### src/lsw_cfg.svh
/*
 * Timing and threshold constants for the lamp switch PWM and input control.
 * Assumes a 25 MHz reference clock; every cycle count is derived from it.
 */
`ifndef LSW_CFG_SVH
`define LSW_CFG_SVH

// ----------------------------------------------------------------------------
// Clock
// ----------------------------------------------------------------------------
`define LSW_CLK_MHZ         25
`define LSW_CLK_HZ          (`LSW_CLK_MHZ * 1000000)

// ----------------------------------------------------------------------------
// PWM timebase
// ----------------------------------------------------------------------------
`define LSW_PWM_STEPS       256
`define LSW_DUTY_FULL       8'hFF
`define LSW_INT_PWM_HZ      120
`define LSW_INT_TICK_CYC    (`LSW_CLK_HZ / (`LSW_INT_PWM_HZ * `LSW_PWM_STEPS))
`define LSW_PWM_MAX_HZ      1000
`define LSW_MIN_TICK_CYC    ((`LSW_CLK_HZ + `LSW_PWM_MAX_HZ * `LSW_PWM_STEPS - 1) / (`LSW_PWM_MAX_HZ * `LSW_PWM_STEPS))
`define LSW_DIV_W           13

// ----------------------------------------------------------------------------
// Clock-fail thresholds on the external reference
// ----------------------------------------------------------------------------
`define LSW_FAIL_LOW_HZ     2000
`define LSW_FAIL_HIGH_HZ    200000
`define LSW_FAIL_LOW_CYC    (`LSW_CLK_HZ / `LSW_FAIL_LOW_HZ)
`define LSW_FAIL_HIGH_CYC   (`LSW_CLK_HZ / `LSW_FAIL_HIGH_HZ)
`define LSW_GAP_W           14

// ----------------------------------------------------------------------------
// Calibration pulse window and input toggle timeout
// ----------------------------------------------------------------------------
`define LSW_CAL_MIN_US      20
`define LSW_CAL_MAX_US      200
`define LSW_CAL_MIN_CYC     (`LSW_CAL_MIN_US * `LSW_CLK_MHZ)
`define LSW_CAL_MAX_CYC     (`LSW_CAL_MAX_US * `LSW_CLK_MHZ)
`define LSW_TOGGLE_MS       250
`define LSW_TOGGLE_CYC      (`LSW_TOGGLE_MS * `LSW_CLK_MHZ * 1000)
`define LSW_TOG_W           23

`endif

### src/lsw_pkg.sv
/*
 * Types shared by the lamp switch control modules.
 * Assumes nothing of its surroundings.
 */
package lsw_pkg;
   // Calibration pulse measurement states
   typedef enum {LSW_CAL_IDLE, LSW_CAL_LOW} lsw_cal_state_t;
   // Sense source: 0..3 output current, 4 board temperature
   typedef logic [2:0] lsw_sense_t;
   // Duty cycle, 8'hFF holds the output fully on
   typedef logic [7:0] lsw_duty_t;
endpackage

### src/lsw_clkmon_if.sv
/*
 * Carrier between the control core and the clock-fail monitor.
 * Assumes both ends run on ref_clk.
 */
`timescale 1ns/100ps
`default_nettype none
interface lsw_clkmon_if;
   logic enable;   // Monitoring allowed
   logic edge_p;   // Rising edge of the external reference
   logic fail_p;   // One-cycle failure pulse
   modport mon (input enable, input edge_p, output fail_p);
   modport ctl (output enable, output edge_p, input fail_p);
endinterface
`default_nettype wire

### src/lsw_ctrl.sv
/*
 * Four-channel lamp switch control: PWM timebase from an external reference
 * or a calibratable internal divider, clock-fail status, direct input control,
 * wake, toggle timeout and sense source selection.
 * Assumes all control ports come from logic on ref_clk; pins are synchronised.
 */
`include "lsw_cfg.svh"
`timescale 1ns/100ps
`default_nettype none

module lsw_ctrl #(
   parameter int unsigned FAIL_LOW_CYC = `LSW_FAIL_LOW_CYC,
   parameter int unsigned CAL_MAX_CYC  = `LSW_CAL_MAX_CYC,
   parameter int unsigned TOGGLE_CYC   = `LSW_TOGGLE_CYC
) (
   input  wire logic                    ref_clk,
   input  wire logic                    nrst,
   input  wire logic                    direct_input_zero,
   input  wire logic                    direct_input_one,
   input  wire logic                    direct_input_two,
   input  wire logic                    direct_input_three,
   input  wire logic                    chip_select_n,
   input  wire logic                    pwm_enable,
   input  wire logic                    clock_source_sel,
   input  wire logic                    fail_safe,
   input  wire logic [3:0]              channel_direct_en,
   input  wire lsw_pkg::lsw_duty_t [3:0] duty_cycle,
   input  wire lsw_pkg::lsw_sense_t     sense_select,
   input  wire logic                    sense_hiz,
   input  wire logic                    clock_fail_clear,
   output logic                         high_side_output_zero,
   output logic                         high_side_output_one,
   output logic                         high_side_output_two,
   output logic                         high_side_output_three,
   output logic                         clock_fail,
   output logic                         calibrated,
   output logic                         wake,
   output logic                         input_toggle_timeout,
   output lsw_pkg::lsw_sense_t          sense_source,
   output logic                         sense_output_en
);
   localparam logic [`LSW_DIV_W-1:0] INT_DIV  = `LSW_DIV_W'(`LSW_INT_TICK_CYC);
   localparam logic [`LSW_DIV_W-1:0] MIN_DIV  = `LSW_DIV_W'(`LSW_MIN_TICK_CYC);
   localparam logic [`LSW_DIV_W-1:0] CAL_MIN  = `LSW_DIV_W'(`LSW_CAL_MIN_CYC);
   localparam logic [`LSW_DIV_W-1:0] CAL_MAX  = `LSW_DIV_W'(CAL_MAX_CYC);
   localparam logic [`LSW_DIV_W-1:0] CAL_OVER = `LSW_DIV_W'(CAL_MAX_CYC + 1);
   localparam logic [`LSW_TOG_W-1:0] TOG_LAST = `LSW_TOG_W'(TOGGLE_CYC - 1);

   logic [3:0]                  din_s1_q;
   logic [3:0]                  din_s2_q;
   logic [3:0]                  din_prev_q;
   logic                        cs_s1_q;
   logic                        cs_s2_q;
   logic                        cs_prev_q;
   logic                        ext_edge;
   logic                        cs_fall;
   logic                        cs_rise;
   logic                        ext_mode;
   lsw_pkg::lsw_cal_state_t     cal_state_q;
   logic [`LSW_DIV_W-1:0]       cs_cnt_q;
   logic                        cal_accept;
   logic [`LSW_DIV_W-1:0]       tick_div_q;
   logic                        cal_ok_q;
   logic [`LSW_DIV_W-1:0]       pre_cnt_q;
   logic                        int_tick;
   logic                        tick;
   logic [7:0]                  pwm_cnt_q;
   logic [3:0]                  hs_q;
   logic                        clock_fail_q;
   logic                        wake_q;
   logic [`LSW_TOG_W-1:0]       tog_cnt_q;
   logic                        tog_timeout_q;
   lsw_pkg::lsw_sense_t         sense_source_q;
   logic                        sense_en_q;
   lsw_clkmon_if                mon_if ();

   // ---------------------------------------------------------------------
   // Pin synchronisers and edge detection
   // ---------------------------------------------------------------------
   // Two flops before any logic; prev copies only the second stage
   always_ff @(posedge ref_clk or negedge nrst) begin
      if (!nrst) begin
         din_s1_q   <= 4'h0;
         din_s2_q   <= 4'h0;
         din_prev_q <= 4'h0;
         cs_s1_q    <= 1'b1;
         cs_s2_q    <= 1'b1;
         cs_prev_q  <= 1'b1;
      end else begin
         din_s1_q   <= {direct_input_three, direct_input_two, direct_input_one, direct_input_zero};
         din_s2_q   <= din_s1_q;
         din_prev_q <= din_s2_q;
         cs_s1_q    <= chip_select_n;
         cs_s2_q    <= cs_s1_q;
         cs_prev_q  <= cs_s2_q;
      end
   end
   assign ext_edge = din_s2_q[0] & ~din_prev_q[0];
   assign cs_fall  = ~cs_s2_q & cs_prev_q;
   assign cs_rise  = cs_s2_q & ~cs_prev_q;
   assign ext_mode = pwm_enable & ~clock_source_sel & ~fail_safe;

   // ---------------------------------------------------------------------
   // Clock-fail monitor and status flag
   // ---------------------------------------------------------------------
   assign mon_if.enable = pwm_enable & ~clock_source_sel;
   assign mon_if.edge_p = ext_edge;

   lsw_clk_monitor #(
      .LOW_CYC (FAIL_LOW_CYC)
   ) u_clk_monitor (
      .ref_clk (ref_clk),
      .nrst    (nrst),
      .mon     (mon_if.mon)
   );

   // Sticky; a failure in the clearing cycle wins so none is lost
   always_ff @(posedge ref_clk or negedge nrst) begin
      if (!nrst) begin
         clock_fail_q <= 1'b0;
      end else if (mon_if.fail_p) begin
         clock_fail_q <= 1'b1;
      end else if (clock_fail_clear) begin
         clock_fail_q <= 1'b0;
      end
   end

   // ---------------------------------------------------------------------
   // Calibration pulse measurement on chip select
   // ---------------------------------------------------------------------
   // Counter saturates just past the window so long pulses stay rejected
   always_ff @(posedge ref_clk or negedge nrst) begin
      if (!nrst) begin
         cal_state_q <= lsw_pkg::LSW_CAL_IDLE;
         cs_cnt_q    <= '0;
      end else begin
         case (cal_state_q)
            lsw_pkg::LSW_CAL_IDLE: begin
               // Fall cycle counts, so the count equals the pulse length and 20 us passes
               if (cs_fall) begin
                  cal_state_q <= lsw_pkg::LSW_CAL_LOW;
                  cs_cnt_q    <= `LSW_DIV_W'(1);
               end
            end
            lsw_pkg::LSW_CAL_LOW: begin
               if (cs_rise) begin
                  cal_state_q <= lsw_pkg::LSW_CAL_IDLE;
               end else if (cs_cnt_q != CAL_OVER) begin
                  cs_cnt_q <= cs_cnt_q + 1'b1;
               end
            end
            default: begin
               cal_state_q <= lsw_pkg::LSW_CAL_IDLE;
            end
         endcase
      end
   end
   assign cal_accept = (cal_state_q == lsw_pkg::LSW_CAL_LOW) & cs_rise &
                       (cs_cnt_q >= CAL_MIN) & (cs_cnt_q <= CAL_MAX);

   // Tick divider: default until calibrated, fail-safe restores default
   always_ff @(posedge ref_clk or negedge nrst) begin
      if (!nrst) begin
         tick_div_q <= INT_DIV;
         cal_ok_q   <= 1'b0;
      end else if (fail_safe) begin
         tick_div_q <= INT_DIV;
         cal_ok_q   <= 1'b0;
      end else if (cal_accept) begin
         tick_div_q <= (cs_cnt_q < MIN_DIV) ? MIN_DIV : cs_cnt_q;
         cal_ok_q   <= 1'b1;
      end
   end

   // ---------------------------------------------------------------------
   // PWM timebase
   // ---------------------------------------------------------------------
   // Compare with >= so a smaller divider loaded mid-count cannot overrun
   assign int_tick = (pre_cnt_q + 1'b1) >= tick_div_q;
   assign tick     = ext_mode ? ext_edge : (pwm_enable & int_tick);
   always_ff @(posedge ref_clk or negedge nrst) begin
      if (!nrst) begin
         pre_cnt_q <= '0;
      end else if (!pwm_enable || ext_mode || int_tick) begin
         pre_cnt_q <= '0;
      end else begin
         pre_cnt_q <= pre_cnt_q + 1'b1;
      end
   end

   always_ff @(posedge ref_clk or negedge nrst) begin
      if (!nrst) begin
         pwm_cnt_q <= 8'h00;
      end else if (!pwm_enable) begin
         pwm_cnt_q <= 8'h00;
      end else if (tick) begin
         pwm_cnt_q <= pwm_cnt_q + 1'b1;
      end
   end

   // ---------------------------------------------------------------------
   // Output channels
   // ---------------------------------------------------------------------
   // Input zero carries the reference in external mode, so it cannot switch
   for (genvar ch = 0; ch < 4; ch++) begin : g_chan
      always_ff @(posedge ref_clk or negedge nrst) begin
         if (!nrst) begin
            hs_q[ch] <= 1'b0;
         end else if (fail_safe) begin
            hs_q[ch] <= din_s2_q[ch];
         end else if (channel_direct_en[ch] && !(ext_mode && ch == 0)) begin
            hs_q[ch] <= din_s2_q[ch];
         end else if (pwm_enable) begin
            hs_q[ch] <= (duty_cycle[ch] == `LSW_DUTY_FULL) ||
                        (pwm_cnt_q < duty_cycle[ch]);
         end else begin
            hs_q[ch] <= 1'b0;
         end
      end
   end
   assign high_side_output_zero  = hs_q[0];
   assign high_side_output_one   = hs_q[1];
   assign high_side_output_two   = hs_q[2];
   assign high_side_output_three = hs_q[3];

   // ---------------------------------------------------------------------
   // Wake and toggle timeout
   // ---------------------------------------------------------------------
   always_ff @(posedge ref_clk or negedge nrst) begin
      if (!nrst) begin
         wake_q <= 1'b0;
      end else begin
         wake_q <= |din_s2_q;
      end
   end

   // Timeout stays set until the next toggle on any input
   always_ff @(posedge ref_clk or negedge nrst) begin
      if (!nrst) begin
         tog_cnt_q     <= '0;
         tog_timeout_q <= 1'b0;
      end else if (din_s2_q != din_prev_q) begin
         tog_cnt_q     <= '0;
         tog_timeout_q <= 1'b0;
      end else if (tog_cnt_q == TOG_LAST) begin
         tog_timeout_q <= 1'b1;
      end else begin
         tog_cnt_q <= tog_cnt_q + 1'b1;
      end
   end

   // ---------------------------------------------------------------------
   // Sense output selection
   // ---------------------------------------------------------------------
   // Fail-safe reverts to the default: output zero selected, pin released
   always_ff @(posedge ref_clk or negedge nrst) begin
      if (!nrst) begin
         sense_source_q <= 3'h0;
         sense_en_q     <= 1'b0;
      end else begin
         sense_source_q <= fail_safe ? 3'h0 : sense_select;
         sense_en_q     <= ~fail_safe & ~sense_hiz;
      end
   end

   assign clock_fail           = clock_fail_q;
   assign calibrated           = cal_ok_q;
   assign wake                 = wake_q;
   assign input_toggle_timeout = tog_timeout_q;
   assign sense_source         = sense_source_q;
   assign sense_output_en      = sense_en_q;

   // ---------------------------------------------------------------------
   // Assertions
   // ---------------------------------------------------------------------
   property p_fail_flag;
      @(posedge ref_clk) disable iff (!nrst)
      mon_if.fail_p |=> clock_fail_q;
   endproperty
   a_fail_flag: assert property (p_fail_flag) else $error("failure not recorded");

   property p_default_div;
      @(posedge ref_clk) disable iff (!nrst)
      !cal_ok_q |-> tick_div_q == INT_DIV;
   endproperty
   a_default_div: assert property (p_default_div) else $error("uncalibrated divider wrong");

   property p_cal_load;
      @(posedge ref_clk) disable iff (!nrst)
      cal_accept && !fail_safe |=> cal_ok_q && tick_div_q == $past(cs_cnt_q);
   endproperty
   a_cal_load: assert property (p_cal_load) else $error("calibration not taken");

   property p_cal_short;
      @(posedge ref_clk) disable iff (!nrst)
      cs_rise && cs_cnt_q < CAL_MIN && !fail_safe |=> $stable(tick_div_q);
   endproperty
   a_cal_short: assert property (p_cal_short) else $error("short pulse calibrated");

   property p_min_div;
      @(posedge ref_clk) disable iff (!nrst)
      tick_div_q >= MIN_DIV;
   endproperty
   a_min_div: assert property (p_min_div) else $error("PWM rate above limit");

   property p_full_on;
      @(posedge ref_clk) disable iff (!nrst)
      pwm_enable && !fail_safe && !channel_direct_en[1] && duty_cycle[1] == `LSW_DUTY_FULL
      |=> hs_q[1];
   endproperty
   a_full_on: assert property (p_full_on) else $error("full duty not on");

   property p_full_off;
      @(posedge ref_clk) disable iff (!nrst)
      !fail_safe && !channel_direct_en[2] && duty_cycle[2] == 8'h00 |=> !hs_q[2];
   endproperty
   a_full_off: assert property (p_full_off) else $error("zero duty not off");

   property p_direct;
      @(posedge ref_clk) disable iff (!nrst)
      channel_direct_en[3] |=> hs_q[3] == $past(din_s2_q[3]);
   endproperty
   a_direct: assert property (p_direct) else $error("direct input not followed");

   property p_fail_safe;
      @(posedge ref_clk) disable iff (!nrst)
      fail_safe |=> hs_q == $past(din_s2_q) && !sense_en_q;
   endproperty
   a_fail_safe: assert property (p_fail_safe) else $error("fail-safe outputs wrong");

   property p_wake;
      @(posedge ref_clk) disable iff (!nrst)
      (|din_s2_q) |=> wake_q;
   endproperty
   a_wake: assert property (p_wake) else $error("no wake on input");

   property p_toggle;
      @(posedge ref_clk) disable iff (!nrst)
      din_s2_q != din_prev_q |=> !tog_timeout_q && tog_cnt_q == '0;
   endproperty
   a_toggle: assert property (p_toggle) else $error("toggle did not restart timeout");

   property p_hiz;
      @(posedge ref_clk) disable iff (!nrst)
      sense_hiz |=> !sense_en_q;
   endproperty
   a_hiz: assert property (p_hiz) else $error("sense not released");

   property p_sense_sel;
      @(posedge ref_clk) disable iff (!nrst)
      !fail_safe |=> sense_source_q == $past(sense_select);
   endproperty
   a_sense_sel: assert property (p_sense_sel) else $error("sense source not taken");

   c_cal: cover property (@(posedge ref_clk) disable iff (!nrst) cal_accept);
   c_fail: cover property (@(posedge ref_clk) disable iff (!nrst) mon_if.fail_p);
   c_timeout: cover property (@(posedge ref_clk) disable iff (!nrst) $rose(tog_timeout_q));
endmodule
`default_nettype wire

### src/lsw_clk_monitor.sv
/*
 * Clock-fail monitor: measures the gap between reference edges.
 * Assumes edge_p is already synchronised to ref_clk.
 */
`include "lsw_cfg.svh"
`timescale 1ns/100ps
`default_nettype none
module lsw_clk_monitor #(
   parameter int unsigned LOW_CYC = `LSW_FAIL_LOW_CYC
) (
   input  wire logic ref_clk,
   input  wire logic nrst,
   lsw_clkmon_if.mon mon
);
   localparam logic [`LSW_GAP_W-1:0] HIGH_LIM = `LSW_GAP_W'(`LSW_FAIL_HIGH_CYC);
   localparam logic [`LSW_GAP_W-1:0] LOW_LIM  = `LSW_GAP_W'(LOW_CYC);

   logic [`LSW_GAP_W-1:0] gap_q;
   logic                  armed_q;
   logic                  stalled_q;
   logic                  fail_q;

   // ---------------------------------------------------------------------
   // Gap counter
   // ---------------------------------------------------------------------
   // First edge after enable only arms; no period is known before it
   always_ff @(posedge ref_clk or negedge nrst) begin
      if (!nrst) begin
         gap_q     <= '0;
         armed_q   <= 1'b0;
         stalled_q <= 1'b0;
      end else if (!mon.enable) begin
         gap_q     <= '0;
         armed_q   <= 1'b0;
         stalled_q <= 1'b0;
      end else if (mon.edge_p) begin
         gap_q     <= '0;
         armed_q   <= 1'b1;
         stalled_q <= 1'b0;
      end else if (gap_q == LOW_LIM) begin
         stalled_q <= 1'b1;                     // Report a stopped clock once
      end else begin
         gap_q <= gap_q + 1'b1;
      end
   end

   // ---------------------------------------------------------------------
   // Failure pulse
   // ---------------------------------------------------------------------
   always_ff @(posedge ref_clk or negedge nrst) begin
      if (!nrst) begin
         fail_q <= 1'b0;
      end else begin
         fail_q <= mon.enable &
                   ((mon.edge_p & armed_q & (gap_q < HIGH_LIM)) |
                    (!mon.edge_p & (gap_q == LOW_LIM) & !stalled_q));
      end
   end
   assign mon.fail_p = fail_q;

   // ---------------------------------------------------------------------
   // Assertions
   // ---------------------------------------------------------------------
   property p_too_fast;
      @(posedge ref_clk) disable iff (!nrst)
      mon.enable && mon.edge_p && armed_q && gap_q < HIGH_LIM |=> mon.fail_p;
   endproperty
   a_too_fast: assert property (p_too_fast) else $error("fast reference not flagged");

   property p_too_slow;
      @(posedge ref_clk) disable iff (!nrst)
      mon.enable && !mon.edge_p && gap_q == LOW_LIM && !stalled_q |=> mon.fail_p;
   endproperty
   a_too_slow: assert property (p_too_slow) else $error("slow reference not flagged");

   property p_gated;
      @(posedge ref_clk) disable iff (!nrst)
      mon.fail_p |-> $past(mon.enable);
   endproperty
   a_gated: assert property (p_gated) else $error("failure flagged while disabled");
endmodule
`default_nettype wire

### config.mk
export PLATFORM = sky130hd
export DESIGN_NAME = lsw_ctrl
export DESIGN_NICKNAME = d
export VERILOG_FILES = /design/src/lsw_pkg.sv /design/src/lsw_clkmon_if.sv /design/src/lsw_ctrl.sv /design/src/lsw_clk_monitor.sv
export VERILOG_INCLUDE_DIRS = /design/src
export SDC_FILE = /design/constraint.sdc
export NUM_CORES = 1
export LEC_CHECK = 0
export BUFFER_PORTS_ARGS = -buffer_cell sky130_fd_sc_hd__buf_4
export CORE_MARGIN = 2
export CORE_UTILIZATION = 40
export CTS_CLUSTER_SIZE = 40
export DETAILED_ROUTE_END_ITERATION = 8
export GPL_ROUTABILITY_DRIVEN = 0
export SYNTH_ARGS = -nofsm -noshare
export SYNTH_HDL_FRONTEND = slang
export SYNTH_SLANG_ARGS = --single-unit
export TNS_END_PERCENT = 1
### constraint.sdc
create_clock -name ref_clk -period 2.85 [get_ports ref_clk]
set_clock_uncertainty 0.05 [all_clocks]
set_input_delay 0.285 -clock ref_clk [delete_from_list [all_inputs] [get_ports ref_clk]]
set_output_delay 0.285 -clock ref_clk [all_outputs]
set_load 0.005 [all_outputs]
==> summary.log, run 1 <==
qor: global_routing.first_pass_grt_wire_length 23,900 um
qor: global_routing.grt_overflow 0
qor: yosys.synthDominantCellAreaShare 0.417
qor: worst_setup_path.kind_of_launch_point_of_the_worst_setup_path flop
qor: cts.clock_tree_from_tritoncts done
qor: sta.final.setup.worst_slack -0.0298 ns
qor: layout.drive_above_1_share 0.188
qor: worst_setup_path.end_kind flop
qor: layout.final_core_util 0.507
qor: sta.clock.fmax 0.347 GHz
qor: sta.setup_viol_count_final 2
qor: min_path.min_path_cells 2
qor: layout.fillerInstances 1,480
qor: worst_setup_path.r2r_end pwm_cnt_q[6]
qor: route.detailroute.via_count 5,015
qor: yosys.postSynthAreaPerCell 9.65 um^2
qor: layout.layout.nets 854
qor: yosys.synth_seq_area_share 0.454
qor: power_and_ir_drop.leakage 3.87 nW
qor: placement.dpl.cell_count 937
qor: cts.cts_max_path_buffers 2
qor: global_routing.grt_start_max_net_pins 49
qor: global_routing.tot_gr_track_use 0.180
qor: worst_setup_path.largest_driver_fanout_on_the_critical_path 5
qor: sta.rsz0062_at_grt true
qor: worst_setup_path.worstRegToRegCells 12
qor: yosys.edff_count_synth 0
qor: yosys.synth_top_area_cell sky130_fd_sc_hd__dfrtp_1
qor: sta.holdWs 0.0988 ns
qor: cts.htree_num_levels 4
qor: power_and_ir_drop.cellPowerDensity 549 nW/um^2
qor: yosys.synth_most_common_cell sky130_fd_sc_hd__dfrtp_1
qor: sta.worst_slew_margin 0.449
qor: power_and_ir_drop.ir_drop 0.445 mV
qor: yosys.mappedNetlistNets 761
qor: worst_setup_path.worst-r2r-setup-slack -0.03 ns
qor: yosys.yosysWarnings 0
qor: route.post_detailed_routing_wire_length 14,300 um
qor: route.post_drt_via_cell_ratio 5.11
qor: worst_setup_path.critical_path_class flop to flop
qor: sta.setup_total_negative_slack -0.0403 ns
qor: floorplan.core-area 15,700 um^2
qor: yosys.synth_seq_cells 115
qor: cts.path_clk_slew 0.06 ns
qor: cts.tritoncts.num_buffers 17
qor: yosys.post_synth_num_cell_types 53
qor: floorplan.ioPinCount 63
qor: yosys.synthTopCellsByCount sky130_fd_sc_hd__dfrtp_1, sky130_fd_sc_hd__nor2_1, sky130_fd_sc_hd__inv_1
qor: yosys.synthArstFlopShare 1.00
qor: sta.final_max_slew_viol_count 0
qor: cts.worst_skew_pair.late_latency 0.42 ns
qor: placement.place_ws -0.181 ns
qor: min_path.min_from channel_direct_en[1]
qor: yosys.syn-instance-count 659
qor: floorplan.fp.dieH 130 um
qor: layout.layout-area-overhead-vs-synth 25.2%
qor: job.maxcap_violations 0
qor: min_path.worstHoldEndpoint high_side_output_one
qor: run_status.violated_checks setup timing
qor: route.drt_pass1_iterations 6
qor: sta.timing.final.crit_share 1.01
qor: worst_setup_path.worstReg2RegStart pre_cnt_q[3]
qor: worst_setup_path.cp_data_required_time 3.10 ns
qor: yosys.synthTopCellsByArea sky130_fd_sc_hd__dfrtp_1, sky130_fd_sc_hd__ha_1, sky130_fd_sc_hd__nor2_1, sky130_fd_sc_hd__dfstp_2, sky130_fd_sc_hd__xor2_1
qor: placement.buffer_ports.inserted 62
qor: route.route.antenna.remaining_nets 0
qor: run_status.run_status finished with violations
qor: min_path.worst_hold_path_type input pin to flop
qor: route.drc 0
qor: floorplan.initial_core_util 0.405
qor: global_routing.first_global_vias 5,014
qor: layout.antennaDiodeCount 0
qor: yosys.synth.cell_area 6360 um^2
qor: route.detail_route.iter0.violations 211
qor: sta.finalHoldViolCount 0
qor: worst_setup_path.crit_arrival 3.13 ns
qor: floorplan.dieWidth 130 um
qor: layout.final_cell_count_no_fill 981
qor: cts.root_buffer sky130_fd_sc_hd__clkbuf_16
qor: placement.total_half_perimeter_wirelength_after_legalization_and_detailed_placement 10,300 um
qor: floorplan.fp.dieArea 16,900 um^2
qor: sta.worstMarginPinSlew 0.820 ns
qor: route.wl_per_cell 14.6 um
qor: yosys.synth_top_flop_cell sky130_fd_sc_hd__dfrtp_1
qor: floorplan.floorplan.rows 46
qor: sta.fin_crit 2.88 ns
qor: cts.cts_num_sinks 115
qor: global_routing.grt_antenna_before_repair 0
-- flip-flops by register name, indices dropped and copies added, names as in the netlist, 3 cells and up --
signal	cells
din_prev_q	4
u_clk_monitor.gap_q	14
pwm_cnt_q	8
din_s1_q	4
tog_cnt_q	23
cs_cnt_q	13
din_s2_q	4
pre_cnt_q	13
tick_div_q	13
sense_source	3
-- final cells by class --
type                    count  area, um^2  area share
inverters                  55         206      0.0259
flip-flops and latches    115        2890       0.363
repair buffers             93         732      0.0919
clock buffers              18         429      0.0539
clock inverters            14         181      0.0228
multi-input cells         470        3260       0.409
well taps                 216         270      0.0339
-- report_power, final --
part	switching, mW	internal, mW	total (mW)
sequential	0.0913	1.69	1.78
combinational	0.208	0.197	0.405
clock	0.805	1.38	2.19
-- placed cells by master, fill, tap and decap left out, types with 3 or more instances in the layout --
cell type | Yosys | final
sky130_fd_sc_hd__dfrtp_1 | 106 | 106
sky130_fd_sc_hd__buf_4 | 0 | 84
sky130_fd_sc_hd__nor2_1 | 73 | 73
sky130_fd_sc_hd__inv_1 | 55 | 55
sky130_fd_sc_hd__ha_1 | 51 | 50
sky130_fd_sc_hd__nand2_1 | 44 | 44
sky130_fd_sc_hd__a21oi_1 | 28 | 28
sky130_fd_sc_hd__xor2_1 | 26 | 25
sky130_fd_sc_hd__nand3_1 | 22 | 22
sky130_fd_sc_hd__xnor2_1 | 23 | 21
sky130_fd_sc_hd__nand4_1 | 21 | 21
sky130_fd_sc_hd__nor2b_1 | 21 | 21
sky130_fd_sc_hd__o21ai_0 | 17 | 17
sky130_fd_sc_hd__clkbuf_16 | 0 | 17
sky130_fd_sc_hd__and3_1 | 18 | 15
sky130_fd_sc_hd__a21o_1 | 14 | 14
sky130_fd_sc_hd__nand2b_1 | 14 | 14
sky130_fd_sc_hd__mux2i_1 | 13 | 13
sky130_fd_sc_hd__nor3_1 | 13 | 12
sky130_fd_sc_hd__dfstp_2 | 9 | 9
sky130_fd_sc_hd__and4_1 | 8 | 8
sky130_fd_sc_hd__nor4_1 | 7 | 7
sky130_fd_sc_hd__dlygate4sd3_1 | 0 | 7
sky130_fd_sc_hd__or4_1 | 6 | 6
sky130_fd_sc_hd__or3_1 | 6 | 6
sky130_fd_sc_hd__clkinv_4 | 0 | 5
sky130_fd_sc_hd__a211o_1 | 4 | 4
sky130_fd_sc_hd__a211oi_1 | 4 | 4
sky130_fd_sc_hd__clkinvlp_4 | 0 | 4
sky130_fd_sc_hd__and3_4 | 0 | 3
sky130_fd_sc_hd__a31oi_1 | 3 | 3
sky130_fd_sc_hd__bufinv_16 | 0 | 3
-- layer usage --
metal	part of all wire	global-route usage	up-vias
met4	0.011	0.0576	0
met2	0.48	0.294	91
met3	0.040	0.0431	13
met5	0	0	-
li1	-	-	2464
met1	0.46	0.236	2447
-- what timing repair did --
action	CTS	global route
buffers inserted	3	3
hold endpoints to repair	48	0
endpoints found under the setup margin	21	20
resized for setup	8	4
pin swaps	8	7
hold buffers	7	0
-- worst max-delay path, cell delays in order, from the launching register on --
cell                        delay [ns]
sky130_fd_sc_hd__dfrtp_1          0.37
sky130_fd_sc_hd__and3_4           0.18
sky130_fd_sc_hd__and3_4           0.18
sky130_fd_sc_hd__and3_4           0.17
sky130_fd_sc_hd__xor2_2           0.14
sky130_fd_sc_hd__ha_1             0.30
sky130_fd_sc_hd__a21o_1           0.16
sky130_fd_sc_hd__a21o_1           0.20
sky130_fd_sc_hd__a2111oi_4        0.35
sky130_fd_sc_hd__o41ai_4          0.18
sky130_fd_sc_hd__buf_4            0.18
sky130_fd_sc_hd__and4_1           0.18
sky130_fd_sc_hd__mux2i_1          0.12
-- cell families after synthesis --
| kind of cell | count (synthesis) | share of synthesized area |
|---|---|---|
| buffers and inverters | 74 | 0.0472 |
| adder cells (fa/ha/maj) | 51 | 0.100 |
| XOR/XNOR | 49 | 0.0675 |
| AND/OR/NAND/NOR | 268 | 0.219 |
| flip-flops | 115 | 0.454 |
| multiplexers | 14 | 0.0222 |
| AO/OA/AOI/OAI | 88 | 0.0901 |
-- per-stage QoR --
step	total power, mW	cell area (um^2)
final	4.38	7970
after global routing	4.58	7970
after CTS	4.43	7920
after detailed placement	2.21	7170
after global placement	2.19	7170
after floorplan	2.01	6370
-- worst max-delay path by stage --
| stage | from | endpoint | slack, ns |
|---|---|---|---|
| 2_1_floorplan | pre_cnt_q[0] | pwm_cnt_q[6] | 0.004 |
| 3_3_place_gp | pre_cnt_q[0] | pwm_cnt_q[5] | -0.11 |
| 3_5_place_dp | pre_cnt_q[0] | pwm_cnt_q[5] | -0.18 |
| 4_1_cts | pre_cnt_q[2] | pwm_cnt_q[6] | -0.01 |
| 5_1_grt | pre_cnt_q[2] | pwm_cnt_q[6] | -0.16 |
| 6_report | pre_cnt_q[3] | pwm_cnt_q[6] | -0.03 |
(Power assumes the default switching activity.)
==> run 2: changes to the inputs <==
- PLACE_DENSITY: default -> 0.62
- clock period: 2.85 -> 2.7 ns (I/O delays scaled with it)
==> run 2 against run 1 <==
  * The flow still finishes with violations (setup timing)
  * Count of clock-buffer cells in the layout increased by 3
  * Clock power rose by 3%
  * Fmax grew 0.11%
  * Setup slack worse by 0.15 ns
  * Sequential share of layout area decreased by 0.48 points
  * Sequential cell count did not move
  * Final cell count up 0.71%
  * Register-to-register slack worse by 0.15 ns
  * Combinational power rose by 6.4%
  * Non-clock buffer count rose by 8
  * Die area did not move
==> summary.log, run 2 (same netlist as run 1, synthesis figures left out) <==
qor: run_status.run_status finished with violations
qor: run_status.violated_checks setup timing
qor: sta.clock.fmax 0.348 GHz
qor: route.drc 0
qor: global_routing.grt_overflow 0
qor: cts.tritoncts.num_buffers 17
qor: floorplan.dieWidth 130 um
qor: layout.largest-register tog_cnt_q
qor: global_routing.use_met3 0.0443
qor: layout.final_common_cell sky130_fd_sc_hd__dfrtp_1
qor: global_routing.tot_gr_track_use 0.181
qor: layout.layout_common_cells sky130_fd_sc_hd__dfrtp_1, sky130_fd_sc_hd__buf_4, sky130_fd_sc_hd__nor2_1, sky130_fd_sc_hd__inv_1, sky130_fd_sc_hd__ha_1
qor: cts.root_buffer sky130_fd_sc_hd__clkbuf_16
qor: placement.buffer_ports.inserted 62
qor: floorplan.initial_core_util 0.405
qor: global_routing.grt_most_used_layer met2
qor: min_path.worst_hold_path_type input pin to flop
qor: route.detailroute.via_count 5,023
qor: floorplan.core-area 15,700 um^2
qor: sta.worstMarginPinSlew 0.753 ns
qor: sta.setup_total_negative_slack -1.23 ns
qor: layout.final_cell_count_no_fill 988
qor: sta.timing.final.crit_share 1.07
qor: global_routing.first_global_vias 5,091
qor: floorplan.fp.dieH 130 um
qor: global_routing.globalRouteMet1Util 0.229
qor: global_routing.met2_usage 0.305
qor: sta.finalHoldViolCount 0
qor: power_and_ir_drop.power_total 4.56 mW
qor: route.drt_pass1_iterations 4
qor: cts.htree_num_levels 4
qor: sta.fin_crit 2.88 ns
qor: route.detail_route.iter0.violations 204
qor: worst_setup_path.kind_of_launch_point_of_the_worst_setup_path flop
qor: worst_setup_path.cp_data_required_time 2.94 ns
qor: worst_setup_path.crit_arrival 3.12 ns
qor: sta.final.setup.worst_slack -0.177 ns
qor: sta.setup_viol_count_final 13
qor: cts.path_clk_slew 0.06 ns
qor: global_routing.grt_antenna_before_repair 0
qor: global_routing.first_pass_grt_wire_length 24,100 um
qor: cts.cts_max_path_buffers 2
qor: floorplan.fp.dieArea 16,900 um^2
qor: job.maxcap_violations 0
qor: route.post_detailed_routing_wire_length 14,300 um
qor: layout.final_core_util 0.514
qor: floorplan.ioPinCount 63
qor: route.route.antenna.remaining_nets 0
qor: layout.antennaDiodeCount 0
qor: sta.holdWs 0.0379 ns
qor: layout.largestRegisters tog_cnt_q (23), u_clk_monitor.gap_q (14)
qor: floorplan.floorplan.rows 46
qor: placement.dpl.cell_count 941
qor: sta.final_max_slew_viol_count 0
qor: power_and_ir_drop.ir_drop 0.494 mV
qor: power_and_ir_drop.cellPowerDensity 565 nW/um^2
qor: layout.drive_above_1_share 0.210
qor: layout.layout-area-overhead-vs-synth 26.9%
qor: cts.clock_tree_from_tritoncts done
qor: placement.total_half_perimeter_wirelength_after_legalization_and_detailed_placement 10,100 um
qor: worst_setup_path.critical_path_class flop to flop
qor: worst_setup_path.end_kind flop
qor: worst_setup_path.largest_driver_fanout_on_the_critical_path 5
qor: sta.rsz0062_at_grt true
qor: cts.worst_skew_pair.late_latency 0.41 ns
qor: cts.cts_num_sinks 115
qor: sta.worst_slew_margin 0.498
qor: layout.number_of_flip_flops_under_the_largest_register_name 23
qor: layout.layout.nets 862
qor: route.wl_per_cell 14.5 um
qor: global_routing.grt_start_max_net_pins 59
qor: power_and_ir_drop.leakage 3.98 nW
qor: route.post_drt_via_cell_ratio 5.08
==> run 2: worst max-delay path, cell delays in order (launching register included) <==
cell	delay, ns
sky130_fd_sc_hd__dfrtp_1	0.39
sky130_fd_sc_hd__ha_2	0.18
sky130_fd_sc_hd__and3_4	0.17
sky130_fd_sc_hd__and3_4	0.16
sky130_fd_sc_hd__xor2_1	0.16
sky130_fd_sc_hd__ha_1	0.30
sky130_fd_sc_hd__a21o_1	0.17
sky130_fd_sc_hd__a21o_1	0.18
sky130_fd_sc_hd__a2111oi_4	0.35
sky130_fd_sc_hd__o41ai_4	0.18
sky130_fd_sc_hd__and2_4	0.20
sky130_fd_sc_hd__mux2_2	0.26
==> run 2: per-layer routing <==
metal	share of wire	vias to the layer above
li1	-	2482
met1	0.46	2437
met2	0.48	83
met3	0.041	21
met4	0.015	0
met5	0	-
==> run 2: what timing repair did <==
| item | in CTS | in global routing |
|---|---|---|
| endpoints found under the setup margin | 19 | 21 |
| pin swaps | 6 | 8 |
| buffers inserted | 6 | 3 |
| hold endpoints to repair | 59 | 0 |
| hold buffers | 7 | 0 |
| resized for setup | 20 | 5 |
==> run 2: through the flow <==
step | setup WS [ns] | area (um^2)
after detailed placement | -0.240 | 7200
after floorplan | -0.0230 | 6380
after global placement | -0.167 | 7200
after global routing | -0.297 | 8070
after CTS | -0.189 | 8020
final | -0.177 | 8070
==> run 2: cell type report <==
class,count,area [um^2]
repair buffers,101,779
clock buffers,21,460
clock inverters,10,133
flip-flops and latches,115,2890
multi-input cells,470,3330
well taps,216,270
inverters,55,206
fillers,1382,7640
==> run 2: worst paths after layout <==
path | slack [ns] | endpoint | cells past startpoint | start
max | -0.18 | pwm_cnt_q[0] | 11 | pre_cnt_q[0]
min | 0.04 | sense_source[2] | 2 | sense_select[2]
max reg2reg | -0.18 | pwm_cnt_q[0] | 11 | pre_cnt_q[0]
min reg2reg | 0.30 | din_s2_q[0] | 0 | din_s1_q[0]
max in group asynchronous | 1.35 | tick_div_q[5] | 3 | nrst
min in group asynchronous | 0.43 | u_clk_monitor.gap_q[13] | 2 | nrst
==> run 2: power breakdown <==
group,internal (mW),switching [mW],total [mW]
sequential,1.79,0.0926,1.88
combinational,0.212,0.219,0.431
clock,1.49,0.769,2.26
==> run 3: changes to the inputs <==
- ABC_AREA: default -> 1
- PLACE_DENSITY: 0.62 -> 0.61
==> run 3 against run 2 <==
  * The run still ends with setup timing left
  * Sequential cell count unchanged
  * Core utilization down 1.6 points
  * Register-to-register slack better by 0.06 ns
  * Die area up 11%
  * Largest cell class unchanged
==> summary.log, run 3 <==
qor: yosys.synth_seq_cells 115
qor: sta.worstMarginPinSlew 0.654 ns
qor: yosys.synth.cell_area 7070 um^2
qor: sta.finalHoldViolCount 0
qor: worst_setup_path.cp_data_required_time 2.95 ns
qor: layout.drive_above_1_share 0.157
qor: cts.clock_tree_from_tritoncts done
qor: yosys.largest_family_of_logic_cells_by_synthesized_area simple AND/OR/NAND/NOR gates
qor: sta.worst_slew_margin 0.564
qor: yosys.synth_top_flop_cell sky130_fd_sc_hd__dfrtp_1
qor: layout.number_of_flip_flops_under_the_largest_register_name 23
qor: sta.setup_total_negative_slack -1.64 ns
qor: layout.layout.nets 1,128
qor: worst_setup_path.largest_driver_fanout_on_the_critical_path 6
qor: yosys.synthDominantCellAreaShare 0.375
qor: global_routing.first_pass_grt_wire_length 28,100 um
qor: global_routing.first_global_vias 5,896
qor: job.maxcap_violations 0
qor: cts.cts_num_sinks 115
qor: cts.htree_num_levels 4
qor: worst_setup_path.crit_arrival 3.07 ns
qor: global_routing.grt_overflow 0
qor: route.drt_pass1_iterations 5
qor: route.wl_per_cell 13.3 um
qor: yosys.yosysWarnings 0
qor: layout.largestRegisters tog_cnt_q (23), u_clk_monitor.gap_q (14)
qor: yosys.synth-adder-area-share 0.0903
qor: worst_setup_path.end_kind flop
qor: placement.buffer_ports.inserted 62
qor: floorplan.fp.dieH 137 um
qor: worst_setup_path.crit_path_frequent_cell sky130_fd_sc_hd__nand2_1
qor: yosys.synth_most_common_cell sky130_fd_sc_hd__nand2_1
qor: route.detailroute.via_count 6,241
qor: layout.largest-register tog_cnt_q
qor: floorplan.dieWidth 137 um
qor: run_status.run_status finished with violations
qor: worst_setup_path.worstPathCellList ha_2 > nand2_2 > nor2_2 > nand4_1 > nor2_2 > nand3_2 > xor2_2 > inv_2 > ha_4 > nand2_4 > inv_2 > nand2_1 > nand2_1 > a21oi_2 > nand4_1 > buf_6 > nand3_1 > nand2_1
qor: yosys.post_synth_mux_area_share 0
qor: cts.tritoncts.num_buffers 17
qor: min_path.worst_hold_path_type input pin to flop
qor: route.post_detailed_routing_wire_length 16,900 um
qor: yosys.post_synth_and_or_nand_nor_area_fraction 0.298
qor: yosys.mappedNetlistNets 1,041
qor: layout.fillerInstances 1,702
qor: power_and_ir_drop.ir_drop 0.431 mV
qor: sta.setup_viol_count_final 21
qor: worst_setup_path.cpPeakStageDelay 0.36 ns
qor: sta.fin_crit 2.81 ns
qor: yosys.synth_seq_area_share 0.409
qor: yosys.edff_count_synth 0
qor: sta.final.setup.worst_slack -0.115 ns
qor: floorplan.core-area 17,300 um^2
qor: power_and_ir_drop.cellPowerDensity 534 nW/um^2
qor: yosys.synthTopCellsByCount sky130_fd_sc_hd__nand2_1, sky130_fd_sc_hd__inv_1, sky130_fd_sc_hd__dfrtp_1
qor: route.post_drt_via_cell_ratio 4.94
qor: floorplan.floorplan.rows 48
qor: yosys.synth_top_area_cell sky130_fd_sc_hd__dfrtp_1
qor: sta.rsz0062_at_grt true
qor: route.drc 0
qor: placement.total_half_perimeter_wirelength_after_legalization_and_detailed_placement 12,300 um
qor: layout.layout_common_cells sky130_fd_sc_hd__nand2_1, sky130_fd_sc_hd__inv_1, sky130_fd_sc_hd__dfrtp_1, sky130_fd_sc_hd__nor2_1, sky130_fd_sc_hd__buf_4
qor: global_routing.tot_gr_track_use 0.189
qor: floorplan.ioPinCount 63
qor: sta.clock.fmax 0.355 GHz
qor: worst_setup_path.crit_slowest_cell sky130_fd_sc_hd__dfrtp_1
qor: sta.timing.final.crit_share 1.04
qor: floorplan.fp.dieArea 18,700 um^2
qor: yosys.post_synth_num_cell_types 42
qor: global_routing.grt_start_max_net_pins 116
qor: placement.place_ws -0.0652 ns
qor: global_routing.grt_antenna_before_repair 0
qor: sta.final_max_slew_viol_count 0
qor: route.dr_wl_met3 554 um
qor: cts.path_clk_slew 0.06 ns
qor: yosys.postSynthAreaPerCell 7.52 um^2
qor: cts.worst_skew_pair.late_latency 0.41 ns
qor: route.total_met2_wirelength_after_detailed_routing 7930 um
qor: route.highest_layer met4
qor: layout.final_common_cell sky130_fd_sc_hd__nand2_1
qor: layout.layout-area-overhead-vs-synth 21.9%
qor: yosys.synthTopCellsByArea sky130_fd_sc_hd__dfrtp_1, sky130_fd_sc_hd__nand2_1, sky130_fd_sc_hd__ha_1, sky130_fd_sc_hd__inv_1, sky130_fd_sc_hd__nor2_1
qor: yosys.post_synth_xor_area_fraction 0.0236
qor: yosys.syn-instance-count 939
qor: route.detail_route.iter0.violations 290
qor: cts.root_buffer sky130_fd_sc_hd__clkbuf_16
qor: worst_setup_path.kind_of_launch_point_of_the_worst_setup_path flop
qor: floorplan.initial_core_util 0.408
qor: cts.cts_max_path_buffers 2
qor: yosys.synthArstFlopShare 1.00
qor: worst_setup_path.critical_path_class flop to flop
qor: run_status.violated_checks setup timing
qor: yosys.synth_compound_area_frac 0.0809
qor: layout.antennaDiodeCount 0
qor: route.met1_length 8250 um
qor: power_and_ir_drop.leakage 4.25 nW
qor: route.route.antenna.remaining_nets 0
==> run 3: cell type report <==
type / count / area (um^2) / area share
clock buffers: 17 / 425 / 0.0494
clock inverters: 15 / 160 / 0.0186
inverters: 163 / 612 / 0.0710
multi-input cells: 646 / 3580 / 0.416
flip-flops and latches: 115 / 2890 / 0.335
well taps: 225 / 282 / 0.0327
repair buffers: 83 / 663 / 0.0770
==> run 3: worst paths after layout <==
check                                start              end  slack, ns  cells after the start
setup / recovery              pre_cnt_q[1]     pwm_cnt_q[4]      -0.11                     18
min in group asynchronous             nrst      din_s2_q[0]       0.40                      3
max in group asynchronous             nrst      cs_cnt_q[6]       1.67                      3
hold reg to reg                din_s1_q[3]      din_s2_q[3]       0.30                      0
setup reg to reg              pre_cnt_q[1]     pwm_cnt_q[4]      -0.11                     18
hold / removal             sense_select[2]  sense_source[2]       0.02                      3
==> run 3: through the flow <==
step / power (mW) / util / hold slack [ns] / instances / area [um^2]
3_3_place_gp: 2.41 / 0.453 / 0.285 / 1222 / 7830
5_1_grt: 4.82 / 0.498 / 0.0121 / 1264 / 8610
6_report: 4.60 / 0.498 / 0.0228 / 1264 / 8610
4_1_cts: 4.64 / 0.491 / 0.00536 / 1262 / 8500
2_1_floorplan: 2.18 / - / -0.0756 / 939 / 7070
3_5_place_dp: 2.41 / 0.453 / 0.288 / 1222 / 7830
==> run 3: worst max-delay path, delay by kind of cell (launching register included) <==
kind | cells | cell delay, ns
compound gates | 1 | 0.10
xor+xnor | 1 | 0.21
fa+ha+maj | 2 | 0.45
buf+inv | 3 | 0.32
flops | 1 | 0.36
simple gates | 11 | 1.19
==> run 3: power breakdown <==
part | internal [mW] | switching [mW] | total, mW
Clock | 1.36 | 0.837 | 2.20
Combinational | 0.211 | 0.318 | 0.528
Sequential | 1.80 | 0.0758 | 1.87
Total | 3.37 | 1.23 | 4.60
==> run 3: per-layer routing <==
layer,vias up,track usage
li1,3217,-
met4,0,0.0395
met5,-,0
met1,2911,0.260
met3,14,0.0444
met2,99,0.305
==> run 3: kinds of logic after synthesis <==
group | Yosys count
fa+ha+maj | 51
compound gates | 103
xor+xnor | 19
flops | 115
simple gates | 473
buf+inv | 178
==> run 3: repair_timing <==
action	4_1_cts	5_1_grt
hold buffers	8	0
gates cloned	0	1
setup endpoints to repair	8	21
buffers inserted	0	1
gates resized for setup	2	27
endpoints found under the hold margin	113	0
pin swaps	0	17
